## config.mk

```make
export PLATFORM = sky130hd
export DESIGN_NAME = universal_serial_unit
export DESIGN_NICKNAME = d
export VERILOG_FILES = /design/src/hw/serial_unit_pkg.sv /design/src/hw/universal_serial_unit.sv
export VERILOG_INCLUDE_DIRS = /design/src /design/src/hw
export SDC_FILE = /design/constraint.sdc
export NUM_CORES = 1
export LEC_CHECK = 0
export BUFFER_PORTS_ARGS = -buffer_cell sky130_fd_sc_hd__buf_2
export CORE_MARGIN = 2
export CORE_UTILIZATION = 40
export CTS_CLUSTER_SIZE = 40
export DETAILED_ROUTE_END_ITERATION = 16
export GPL_TIMING_DRIVEN = 0
export PLACE_DENSITY = 0.57
export SYNTH_ARGS = -nofsm -noshare
export SYNTH_HDL_FRONTEND = slang
export SYNTH_SLANG_ARGS = --single-unit
```

## constraint.sdc

```tcl
create_clock -name clk -period 3 [get_ports clk]
set_input_delay 0.3 -clock clk [delete_from_list [all_inputs] [get_ports clk]]
set_output_delay 0.3 -clock clk [all_outputs]
set_load 0.03 [all_outputs]
```

## src/hw/serial_unit_defs.svh

```systemverilog
// constants of the universal serial unit: reset values, counts and fifo sizes
`ifndef SERIAL_UNIT_DEFS_SVH
`define SERIAL_UNIT_DEFS_SVH

`define SHIFT_DATA_RESET   8'h00
`define DATA_MSB           7
`define COUNT_RESET        4'h0
`define COUNT_LAST_EDGE    4'hf
`define ACK_PRELOAD        4'he
`define PORT_BIT_RESET     1'b1
`define DIRECTION_RESET    1'b0
`define RX_FIFO_WIDTH      8
`define RX_FIFO_DEPTH      8

`endif

```

## src/hw/serial_unit_pkg.sv

```systemverilog
// types shared by the universal serial unit
package serial_unit_pkg;

   // wire_mode_select settings of the unit
   typedef enum logic [1:0] {
      MODE_OFF,
      MODE_THREE_WIRE,
      MODE_TWO_WIRE
   } wire_mode_t;

   // start detector clock-hold sequence
   typedef enum logic [1:0] {
      START_IDLE,
      START_WAIT_FALL,
      START_HOLD
   } start_state_t;

endpackage

```

## src/hw/universal_serial_unit.sv

```systemverilog
// universal serial unit: shift register, edge counter, start detector, clock stretch and rx fifo
`timescale 1ns/100ps
`include "serial_unit_defs.svh"

////////////////////////////////////////////////////////////////////////////////
// receive fifo with valid/ready on both sides
module byte_fifo #(
   parameter int WIDTH = `RX_FIFO_WIDTH,
   parameter int DEPTH = `RX_FIFO_DEPTH
) (
   input  wire logic             clk,
   input  wire logic             rst_n,
   input  wire logic [WIDTH-1:0] in_data,
   input  wire logic             in_valid,
   output logic                  in_ready,
   output logic      [WIDTH-1:0] out_data,
   output logic                  out_valid,
   input  wire logic             out_ready
);
   localparam int PW = (DEPTH > 1) ? $clog2(DEPTH) : 1;
   localparam int CW = $clog2(DEPTH + 1);
   localparam logic [PW-1:0] LAST_SLOT = PW'(DEPTH - 1);
   localparam logic [CW-1:0] FULL_COUNT = CW'(DEPTH);

   logic [WIDTH-1:0] mem [DEPTH];
   logic [PW-1:0]    wr_ptr;
   logic [PW-1:0]    rd_ptr;
   logic [CW-1:0]    fill;
   logic             push;
   logic             pop;

   function automatic logic [PW-1:0] bump(input logic [PW-1:0] p);
      bump = (p == LAST_SLOT) ? '0 : p + 1'b1;
   endfunction

   assign in_ready  = (fill != FULL_COUNT);
   assign out_valid = (fill != '0);
   assign out_data  = mem[rd_ptr];
   assign push      = in_valid && in_ready;
   assign pop       = out_valid && out_ready;

   always_ff @(posedge clk)
   begin
      if (push)
         mem[wr_ptr] <= in_data;
   end

   always_ff @(posedge clk or negedge rst_n)
   begin
      if (!rst_n)
      begin
         wr_ptr <= '0;
         rd_ptr <= '0;
         fill   <= '0;
      end
      else
      begin
         if (push)
            wr_ptr <= bump(wr_ptr);
         if (pop)
            rd_ptr <= bump(rd_ptr);
         if (push && !pop)
            fill <= fill + 1'b1;
         else if (pop && !push)
            fill <= fill - 1'b1;
      end
   end
endmodule

////////////////////////////////////////////////////////////////////////////////
module universal_serial_unit (
   input  wire logic                      clk,
   input  wire logic                      rst_n,
   input  serial_unit_pkg::wire_mode_t    wire_mode_select,
   input  wire logic                      clock_source_select,
   input  wire logic                      negative_sample_edge,
   input  wire logic [7:0]                shift_load_data,
   input  wire logic                      shift_load,
   input  wire logic [3:0]                counter_load_value,
   input  wire logic                      counter_load,
   input  wire logic                      start_flag_clear,
   input  wire logic                      overflow_flag_clear,
   input  wire logic                      data_port_bit,
   input  wire logic                      data_direction_bit,
   input  wire logic                      clock_port_write,
   input  wire logic                      clock_port_value,
   input  wire logic                      clock_port_toggle,
   input  wire logic                      clock_direction_bit,
   input  wire logic                      scl_in,
   output logic                           scl_out,
   output logic                           scl_oe,
   input  wire logic                      sda_in,
   output logic                           sda_out,
   output logic                           sda_oe,
   output logic                           data_out,
   output logic                           data_out_oe,
   output logic [7:0]                     shift_data_register,
   output logic [3:0]                     edge_counter,
   output logic                           start_condition_flag,
   output logic                           overflow_flag,
   output logic [7:0]                     rx_data,
   output logic                           rx_valid,
   input  wire logic                      rx_ready
);
   logic                          scl_meta;
   logic                          scl_sync;
   logic                          scl_prev;
   logic                          sda_meta;
   logic                          sda_sync;
   logic                          sda_prev;
   logic                          scl_rise;
   logic                          scl_fall;
   logic                          sample_edge;
   logic                          change_edge;
   logic                          ext_clocked;
   logic                          two_wire;
   logic                          start_seen;
   logic                          wrap;
   logic                          out_latch;
   logic                          clock_port;
   logic                          push_pending;
   logic                          fifo_ready;
   logic                          hold_scl;
   serial_unit_pkg::start_state_t start_state;
   serial_unit_pkg::start_state_t next_start_state;

   ////////////////////////////////////////////////////////////////////////////
   // pin synchronisers; no glitch filter on the bus lines
   always_ff @(posedge clk or negedge rst_n)
   begin
      if (!rst_n)
      begin
         scl_meta <= 1'b1;
         scl_sync <= 1'b1;
         scl_prev <= 1'b1;
         sda_meta <= 1'b1;
         sda_sync <= 1'b1;
         sda_prev <= 1'b1;
      end
      else
      begin
         scl_meta <= scl_in;
         scl_sync <= scl_meta;
         scl_prev <= scl_sync;
         sda_meta <= sda_in;
         sda_sync <= sda_meta;
         sda_prev <= sda_sync;
      end
   end

   assign two_wire    = (wire_mode_select == serial_unit_pkg::MODE_TWO_WIRE);
   assign ext_clocked = clock_source_select && (wire_mode_select != serial_unit_pkg::MODE_OFF);
   assign scl_rise    = scl_sync && !scl_prev;
   assign scl_fall    = !scl_sync && scl_prev;
   // the bus edges seen here are those of the synchronised scl_in pin, taken only with clock_source_select set and a mode other than off
   assign sample_edge = ext_clocked && (negative_sample_edge ? scl_fall : scl_rise);
   assign change_edge = ext_clocked && (negative_sample_edge ? scl_rise : scl_fall);
   // start: data falls while the clock stays high, two-wire only
   assign start_seen  = two_wire && scl_sync && scl_prev && !sda_sync && sda_prev;
   assign wrap        = (sample_edge || change_edge) && (edge_counter == `COUNT_LAST_EDGE);
   // two-wire only stretch: start hold, overflow, or a byte the full fifo cannot take
   assign hold_scl    = two_wire && ((start_state == serial_unit_pkg::START_HOLD) || overflow_flag
                                     || (push_pending && !fifo_ready));
   // two-wire lines are only pulled low; three-wire drives the pins
   assign scl_out     = two_wire ? 1'b0 : clock_port;
   assign scl_oe      = two_wire ? (hold_scl || (clock_direction_bit && !clock_port)) : clock_direction_bit;
   assign sda_out     = 1'b0;
   assign sda_oe      = two_wire && data_direction_bit && (!out_latch || !data_port_bit);
   assign data_out    = out_latch;
   assign data_out_oe = (wire_mode_select == serial_unit_pkg::MODE_THREE_WIRE) && data_direction_bit;

   // software-paced bus clock pin
   always_ff @(posedge clk or negedge rst_n)
   begin
      if (!rst_n)
         clock_port <= `PORT_BIT_RESET;
      else if (clock_port_write)
         clock_port <= clock_port_value;
      else if (clock_port_toggle)
         clock_port <= !clock_port;
   end

   ////////////////////////////////////////////////////////////////////////////
   // shift register and output latch
   always_ff @(posedge clk or negedge rst_n)
   begin
      if (!rst_n)
      begin
         shift_data_register <= `SHIFT_DATA_RESET;
      end
      else if (shift_load)
      begin
         shift_data_register <= shift_load_data;
      end
      else if (sample_edge)
      begin
         shift_data_register <= {shift_data_register[6:0], sda_sync};
      end
   end

   always_ff @(posedge clk or negedge rst_n)
   begin
      if (!rst_n)
      begin
         out_latch <= 1'b1;
      end
      else if (shift_load)
      begin
         out_latch <= shift_load_data[`DATA_MSB];
      end
      else if (change_edge)
      begin
         out_latch <= shift_data_register[`DATA_MSB];
      end
   end

   ////////////////////////////////////////////////////////////////////////////
   // edge counter, both edges counted
   always_ff @(posedge clk or negedge rst_n)
   begin
      if (!rst_n)
      begin
         edge_counter <= `COUNT_RESET;
      end
      else if (counter_load)
      begin
         edge_counter <= counter_load_value;
      end
      else if (sample_edge || change_edge)
      begin
         edge_counter <= edge_counter + 1'b1;
      end
   end

   // overflow flag: set wins over clear
   always_ff @(posedge clk or negedge rst_n)
   begin
      if (!rst_n)
      begin
         overflow_flag <= 1'b0;
      end
      else if (wrap)
      begin
         overflow_flag <= 1'b1;
      end
      else if (overflow_flag_clear)
      begin
         overflow_flag <= 1'b0;
      end
   end

   // start flag: set wins over clear
   always_ff @(posedge clk or negedge rst_n)
   begin
      if (!rst_n)
      begin
         start_condition_flag <= 1'b0;
      end
      else if (start_seen)
      begin
         start_condition_flag <= 1'b1;
      end
      else if (start_flag_clear)
      begin
         start_condition_flag <= 1'b0;
      end
   end

   ////////////////////////////////////////////////////////////////////////////
   // start clock hold sequence
   always_comb
   begin
      next_start_state = start_state;
      case (start_state)
         serial_unit_pkg::START_IDLE:
         begin
            if (start_seen)
            begin
               next_start_state = serial_unit_pkg::START_WAIT_FALL;
            end
         end
         serial_unit_pkg::START_WAIT_FALL:
         begin
            if (!two_wire)
            begin
               next_start_state = serial_unit_pkg::START_IDLE;
            end
            else if (scl_fall)
            begin
               next_start_state = serial_unit_pkg::START_HOLD;
            end
         end
         serial_unit_pkg::START_HOLD:
         begin
            if (!two_wire || ((start_flag_clear || !start_condition_flag) && counter_load))
            begin
               next_start_state = serial_unit_pkg::START_IDLE;
            end
         end
         default:
         begin
            next_start_state = serial_unit_pkg::START_IDLE;
         end
      endcase
   end

   always_ff @(posedge clk or negedge rst_n)
   begin
      if (!rst_n)
      begin
         start_state <= serial_unit_pkg::START_IDLE;
      end
      else
      begin
         start_state <= next_start_state;
      end
   end

   ////////////////////////////////////////////////////////////////////////////
   // received byte hand-off; in two-wire mode a full fifo keeps the clock stretched
   always_ff @(posedge clk or negedge rst_n)
   begin
      if (!rst_n)
      begin
         push_pending <= 1'b0;
      end
      else if (wrap)
      begin
         push_pending <= 1'b1;
      end
      else if (fifo_ready)
      begin
         push_pending <= 1'b0;
      end
   end

   byte_fifo #(
      .WIDTH (`RX_FIFO_WIDTH),
      .DEPTH (`RX_FIFO_DEPTH)
   ) rx_fifo (
      .clk       (clk),
      .rst_n     (rst_n),
      .in_data   (shift_data_register),
      .in_valid  (push_pending),
      .in_ready  (fifo_ready),
      .out_data  (rx_data),
      .out_valid (rx_valid),
      .out_ready (rx_ready)
   );
endmodule

```

; ---- Word-level counts from Yosys, hierarchy flattened
; Memories as Yosys holds them, arrays and structs flattened.
; Index checks and enable logic that the tools add are counted.
; Widths: inputs -> output; s select.
[totals]
ramBits = 64
ff_bits = 35
input_bits = 31
word_cells = 114
n_memories = 1
out_inout_bits = 29
[memory_table]
columns = memory, words, word_bits, read_ports, rd_clocked_by_memory_dff, wr, line
row1 = rx_fifo.mem, 8, 8, 1, 0, 1, universal_serial_unit.sv:25  ; logic [WIDTH-1:0] mem [DEPTH];
[classes]
eq_ne = 11
mux = 29
n_addsub = 5
reduce_logical = 51
[ops]
columns = op, n
row1 = $logic_and 1x1->1, 21
row2 = $reduce_bool 2->1, 9
row3 = $mux 1, 16
row4 = $mux 4, 4
row5 = $mux 8, 2
row6 = $logic_not 1->1, 11
row7 = $add 4x1->4 const B, 2
row8 = $mux 2, 4
row9 = $logic_or 1x1->1, 7
row10 = $add 3x1->3 const B, 2
row11 = $eq 3x3->1 const B, 2
row12 = $mux 3, 2
row13 = $pmux 2 s3, 1
row14 = $eq 2x1->1 const B, 2
row15 = $eq 2x2->1 const B, 2
row16 = $eq 4x4->1 const B, 1
row17 = $ne 4x4->1 const B, 1
row18 = $reduce_bool 4->1, 1
row19 = $sub 4x1->4 const B, 1
row20 = $ne 3x3->1 const B, 1
row21 = $reduce_and 3->1, 1
row22 = $logic_not 2->1, 1
row23 = $ne 2x1->1 const B, 1
row24 = $ne 2x2->1 const B, 1

; ---- Depth between registers and ports, before layout
[logic_depth]
depth_word = 7
ltp_mapped = 9
ltp_nobuf = 9

; ---- Cells and area by module
; A second synthesis with hierarchy kept.
[hier_totals]
hier_cells = 296
area_unflattened_um2 = 4531.8
[by_module_without_submodules]
columns = module, area_each_um2, seq_area_each_um2, n_inst, cells_each
row1 = byte_fifo, 3140.5, 2172.1, 1, 156
row2 = universal_serial_unit, 1391.3, 635.6, 1, 140

; ---- Worst setup path before layout
; OpenSTA, ideal clock, no wires.
[synth_path]
path_kind = reg2reg
start = reg rx_fifo.fill[0]
end = reg rx_fifo.fill[3]
t_required_ns = 2.869
setup_time_ns = 0.131
slack_ns = 0.235
t_arrival_ns = 2.634
period_less_slack_ns = 2.765
n_path_buf = 0
stages_incl_launch_ff = 9
path_cell_list = dfrtp_1 or4_1 nand2_2 ha_1 inv_1 ha_1 or4_1 o211ai_1 o211ai_1
[synth_via]
elab_chain_len = 5
word_cells_on_any_way = 13
classes_between = 2 x add/sub / 1 x eq/ne / 2 x mux / 8 x reduce/logical
[synth_rtl]
columns = element, line
row1 = start: declaration, universal_serial_unit.sv:28  ; logic [CW-1:0] fill;
row2 = start signal: assignment, universal_serial_unit.sv:63  ; fill <= fill + 1'b1;
row3 = start signal: assignment, universal_serial_unit.sv:65  ; fill <= fill - 1'b1;
row4 = $reduce_bool 4->1 *, universal_serial_unit.sv:37  ; assign out_valid = (fill != '0);
row5 = via rx_valid, universal_serial_unit.sv:102  ; output logic rx_valid,
row6 = $logic_and 1x1->1 *, universal_serial_unit.sv:40  ; assign pop = out_valid && out_ready;
row7 = $logic_not 1->1, universal_serial_unit.sv:62  ; if (push && !pop)
row8 = $logic_and 1x1->1, universal_serial_unit.sv:62
row9 = $mux 4 or $reduce_bool 2->1 (tied branches), -
; Mark *: on every way through the listed nets, which the timed path passes. The rest lies on a longest branch. The select of a mux whose other input is x is not followed.
; A chain may end at the register's enable or synchronous reset.

; ---- Worst setup path after layout
[layout_path]
start = reg rx_fifo.fill[0]
end = reg rx_fifo.fill[3]
[layout_via]
elab_chain_len = 5
word_cells_on_any_way = 13
classes_between = 2 x add/sub / 1 x eq/ne / 2 x mux / 8 x reduce/logical
[layout_rtl]
columns = element, line
row1 = $ne 4x4->1 *, universal_serial_unit.sv:36  ; assign in_ready = (fill != FULL_COUNT);
row2 = $logic_and 1x1->1 *, universal_serial_unit.sv:39  ; assign push = in_valid && in_ready;
row3 = via rx_fifo.push, universal_serial_unit.sv:29  ; logic push;
row4 = $logic_not 1->1, universal_serial_unit.sv:64  ; else if (pop && !push)
row5 = $logic_and 1x1->1, universal_serial_unit.sv:64
row6 = $reduce_bool 2->1 (no source line), -
; Marked as above.

==> impl_metrics.py <==
metrics = {
    "status": {
        "outcome": "complete, no violations",
    },
    "clock_network": {
        "clock_path_buffers": 2,
        "htree_num_levels": 3,
        "numCtsBuffers": 9,
        "clock_sinks": 99,
        "cts.clk_slew.worst_paths_ps": 100,
        "post_cts_buffers": 0,
        "clockRootBuffer": "clkbuf_8",
        "insertion_delay_ps": 370,
        "cts_tree": "built",
    },
    "synth": {
        "yosysWarningCount": 0,
        "ys_seq_area_frac": 0.6237,
        "synth.area.top_cells": "edfxtp_1, dfrtp_1, mux4_1",
        "synth_flop_cell": "edfxtp_1",
        "synth_seq_cells": 99,
        "syn_avg_cell_area_um2": 15.21,
        "synth_top_area_cell": "edfxtp_1",
        "synth_nets": 336,
        "yosys.area.top_type_share": 0.4269,
        "synth-async-reset-ratio": 0.3535,
        "synth_cell_types": 56,
        "netlist_area_mm2": 0.004502,
        "synth_cells": 296,
        "synth-edff-count": 64,
    },
    "cells_and_area": {
        "multiInputGateArea_mm2": 0.001598,
        "final_layout_size_suffix_gt1_frac": 0.3261,
        "synthToLayoutAreaGrowth_pct": 15.45,
        "seq_area_mm2": 0.002808,
        "instances_no_fill": 511,
        "nNetsFinal": 406,
        "final_common_cell": "edfxtp_1",
        "fillers": 994,
        "n_antenna_cell": 0,
        "final_cell_mix": "edfxtp_1, buf_2, dfrtp_1",
        "finalCoreUtilization": 0.4774,
    },
    "pwr": {
        "p_leak_nw": 1.930,
        "power.density_mw_per_mm2": 745.0,
        "ir_worst_vdd_mv": 0.4442,
    },
    "sta": {
        "finalMaxSlewViolations": 0,
        "relSlewSlack": 0.3893,
        "setup_viol": 0,
        "fin_setup_tns_ps": 0,
        "fin_skew_ps": 12.66,
        "worst_pin_slew_ps": 912.7,
        "timing.fmax_ghz": 0.3569,
        "min_period_ps": 2802,
        "min_period_over_period": 0.9339,
        "hold_viol": 0,
        "rsz0062_at_grt": "false",
    },
    "worst_setup_path": {
        "worst_r2r_path_depth": 9,
        "critPathKind": "reg -> reg",
        "path_max_fanout": 8,
        "r2r_end": "rx_fifo.fill[3]$_DFFE_PN0P_",
        "critical_path_required_ps": 3250,
        "cp-start-kind": "register",
        "rrSetupSlack_ps": 200,
        "regToRegStartpoint": "rx_fifo.fill[0]$_DFFE_PN0P_",
        "crit_path_end_kind": "register",
        "cp.arrival_ps": 3050,
    },
    "place": {
        "io_buffers": 58,
        "dp_hpwl_um": 6236,
        "gp_congestion": 0.8066,
        "numPlacedInstances": 495,
    },
    "grt": {
        "grt_max_degree": 36,
        "antenna_found_initial": 0,
        "track_usage": 0.1581,
        "grt_pass1_wl_um": 14030,
        "overflow": 0,
        "grt_pass1_vias": 2729,
    },
    "floorplan": {
        "dieArea_mm2": 0.01212,
        "io_pins": 60,
        "coreArea_mm2": 0.01089,
        "die_x_um": 110.1,
        "die_y_um": 110.1,
        "core.rowCount": 38,
        "initial_utilization": 0.4135,
    },
    "worst_hold_path": {
        "hold_path_class": "in -> async",
    },
    "routing": {
        "postRouteAntennaNets": 0,
        "dr.pass1.iters": 4,
        "drt_iter0_markers": 110,
        "drc": 0,
        "vias": 2767,
        "routedWlPerCell_um": 17.68,
        "via_per_inst": 5.415,
        "totalWireLength_um": 9035,
    },
    "run": {
        "maxCapViolCount": 0,
    },
}
## area by class of cell
type	instances	share of cell area
Inverter	6	0.004333
Buffer	15	0.02022
Tap cell	140	0.03370
Clock inverter	7	0.01300
Sequential cell	99	0.5402
Timing Repair Buffer	59	0.05729
Multi-Input combinational cell	176	0.3074
Clock buffer	9	0.02383
## cells by family after synthesis
kind of cell | synth area share
xor gates and xnor gates | 0.009727
DFF | 0.6237
buffers and inverters | 0.02835
other | 0.0008330
AOI/OAI and AO/OA | 0.07032
and+or+nand+nor | 0.1115
adders and majority gates | 0.02668
muxes | 0.1290
## where the power goes
part	internal, mW	leakage [nW]	switching [mW]
logic	0.587	0.843	0.702
clock network	0.324	0.0993	0.502
registers	1.59	0.988	0.166
total	2.50	1.93	1.37
## worst max-delay path, stage by stage (launching register included)
cell and delay [ps]:
dfrtp_1 480, or4b_1 600, nand2_4 170, inv_1 60
ha_1 250, inv_1 150, ha_1 300, or4_1 490
o211ai_1 100, o211ai_1 100
## state kept, by name (all words and copies together) (netlist names), 2 cells and up
name,flops
shift_data_register,8
rx_fifo.mem,64
rx_fifo.fill,4
rx_fifo.wr_ptr,3
start_state,2
rx_fifo.rd_ptr,3
edge_counter,4
## cell usage after synthesis (8+ instances only)
library cell	instances
mux4_1	11
nand3_1	23
ha_1	8
edfxtp_1	64
nor2_1	9
nor2b_1	11
mux2_2	15
dfstp_2	8
o211ai_1	8
dfrtp_1	27
## metrics by stage
| stage | instance area (µm²) | power, mW | setup WS (ps) | hold WS, ps |
|---|---|---|---|---|
| 5_1_grt | 5197 | 4.102 | 8.581 | 3.343 |
| 6_report | 5197 | 3.872 | 198.3 | 13.95 |
| 3_5_place_dp | 5001 | 3.103 | 141.4 | 347.5 |
| 3_3_place_gp | 4967 | 3.059 | 107.7 | 348.4 |
| 4_1_cts | 5192 | 3.928 | 122.1 | 13.31 |
| 2_1_floorplan | 4502 | 2.734 | 235.0 | 4.409 |
## how the worst max path moves through the flow
stage	depth (start not counted)	start	endpoint
floorplan	8	rx_fifo.fill[0]$_DFFE_PN0P_	rx_fifo.fill[3]$_DFFE_PN0P_
global placement	3	rx_fifo.fill[0]$_DFFE_PN0P_	rx_fifo.mem[0][2]$_DFFE_PP_
detailed placement	9	rx_fifo.fill[0]$_DFFE_PN0P_	rx_fifo.fill[3]$_DFFE_PN0P_
CTS	9	rx_fifo.fill[0]$_DFFE_PN0P_	rx_fifo.fill[3]$_DFFE_PN0P_
global route	9	rx_fifo.fill[0]$_DFFE_PN0P_	rx_fifo.fill[3]$_DFFE_PN0P_
finish	9	rx_fifo.fill[0]$_DFFE_PN0P_	rx_fifo.fill[3]$_DFFE_PN0P_
## timing repair
action	4_1_cts	5_1_grt
resized for setup	0	1
hold buffers	0	0
setup endpoints to repair	0	1
## per-layer routing
metal  vias to the layer above  track usage  wire (µm)
li1                       1317            -          -
met1                      1351       0.2123       4212
met2                        88       0.2590       4260
met3                        11      0.04292        479
met4                         0      0.03345         82
met5                         -            0          0
Note: power is estimated with default switching activity, not from simulation.
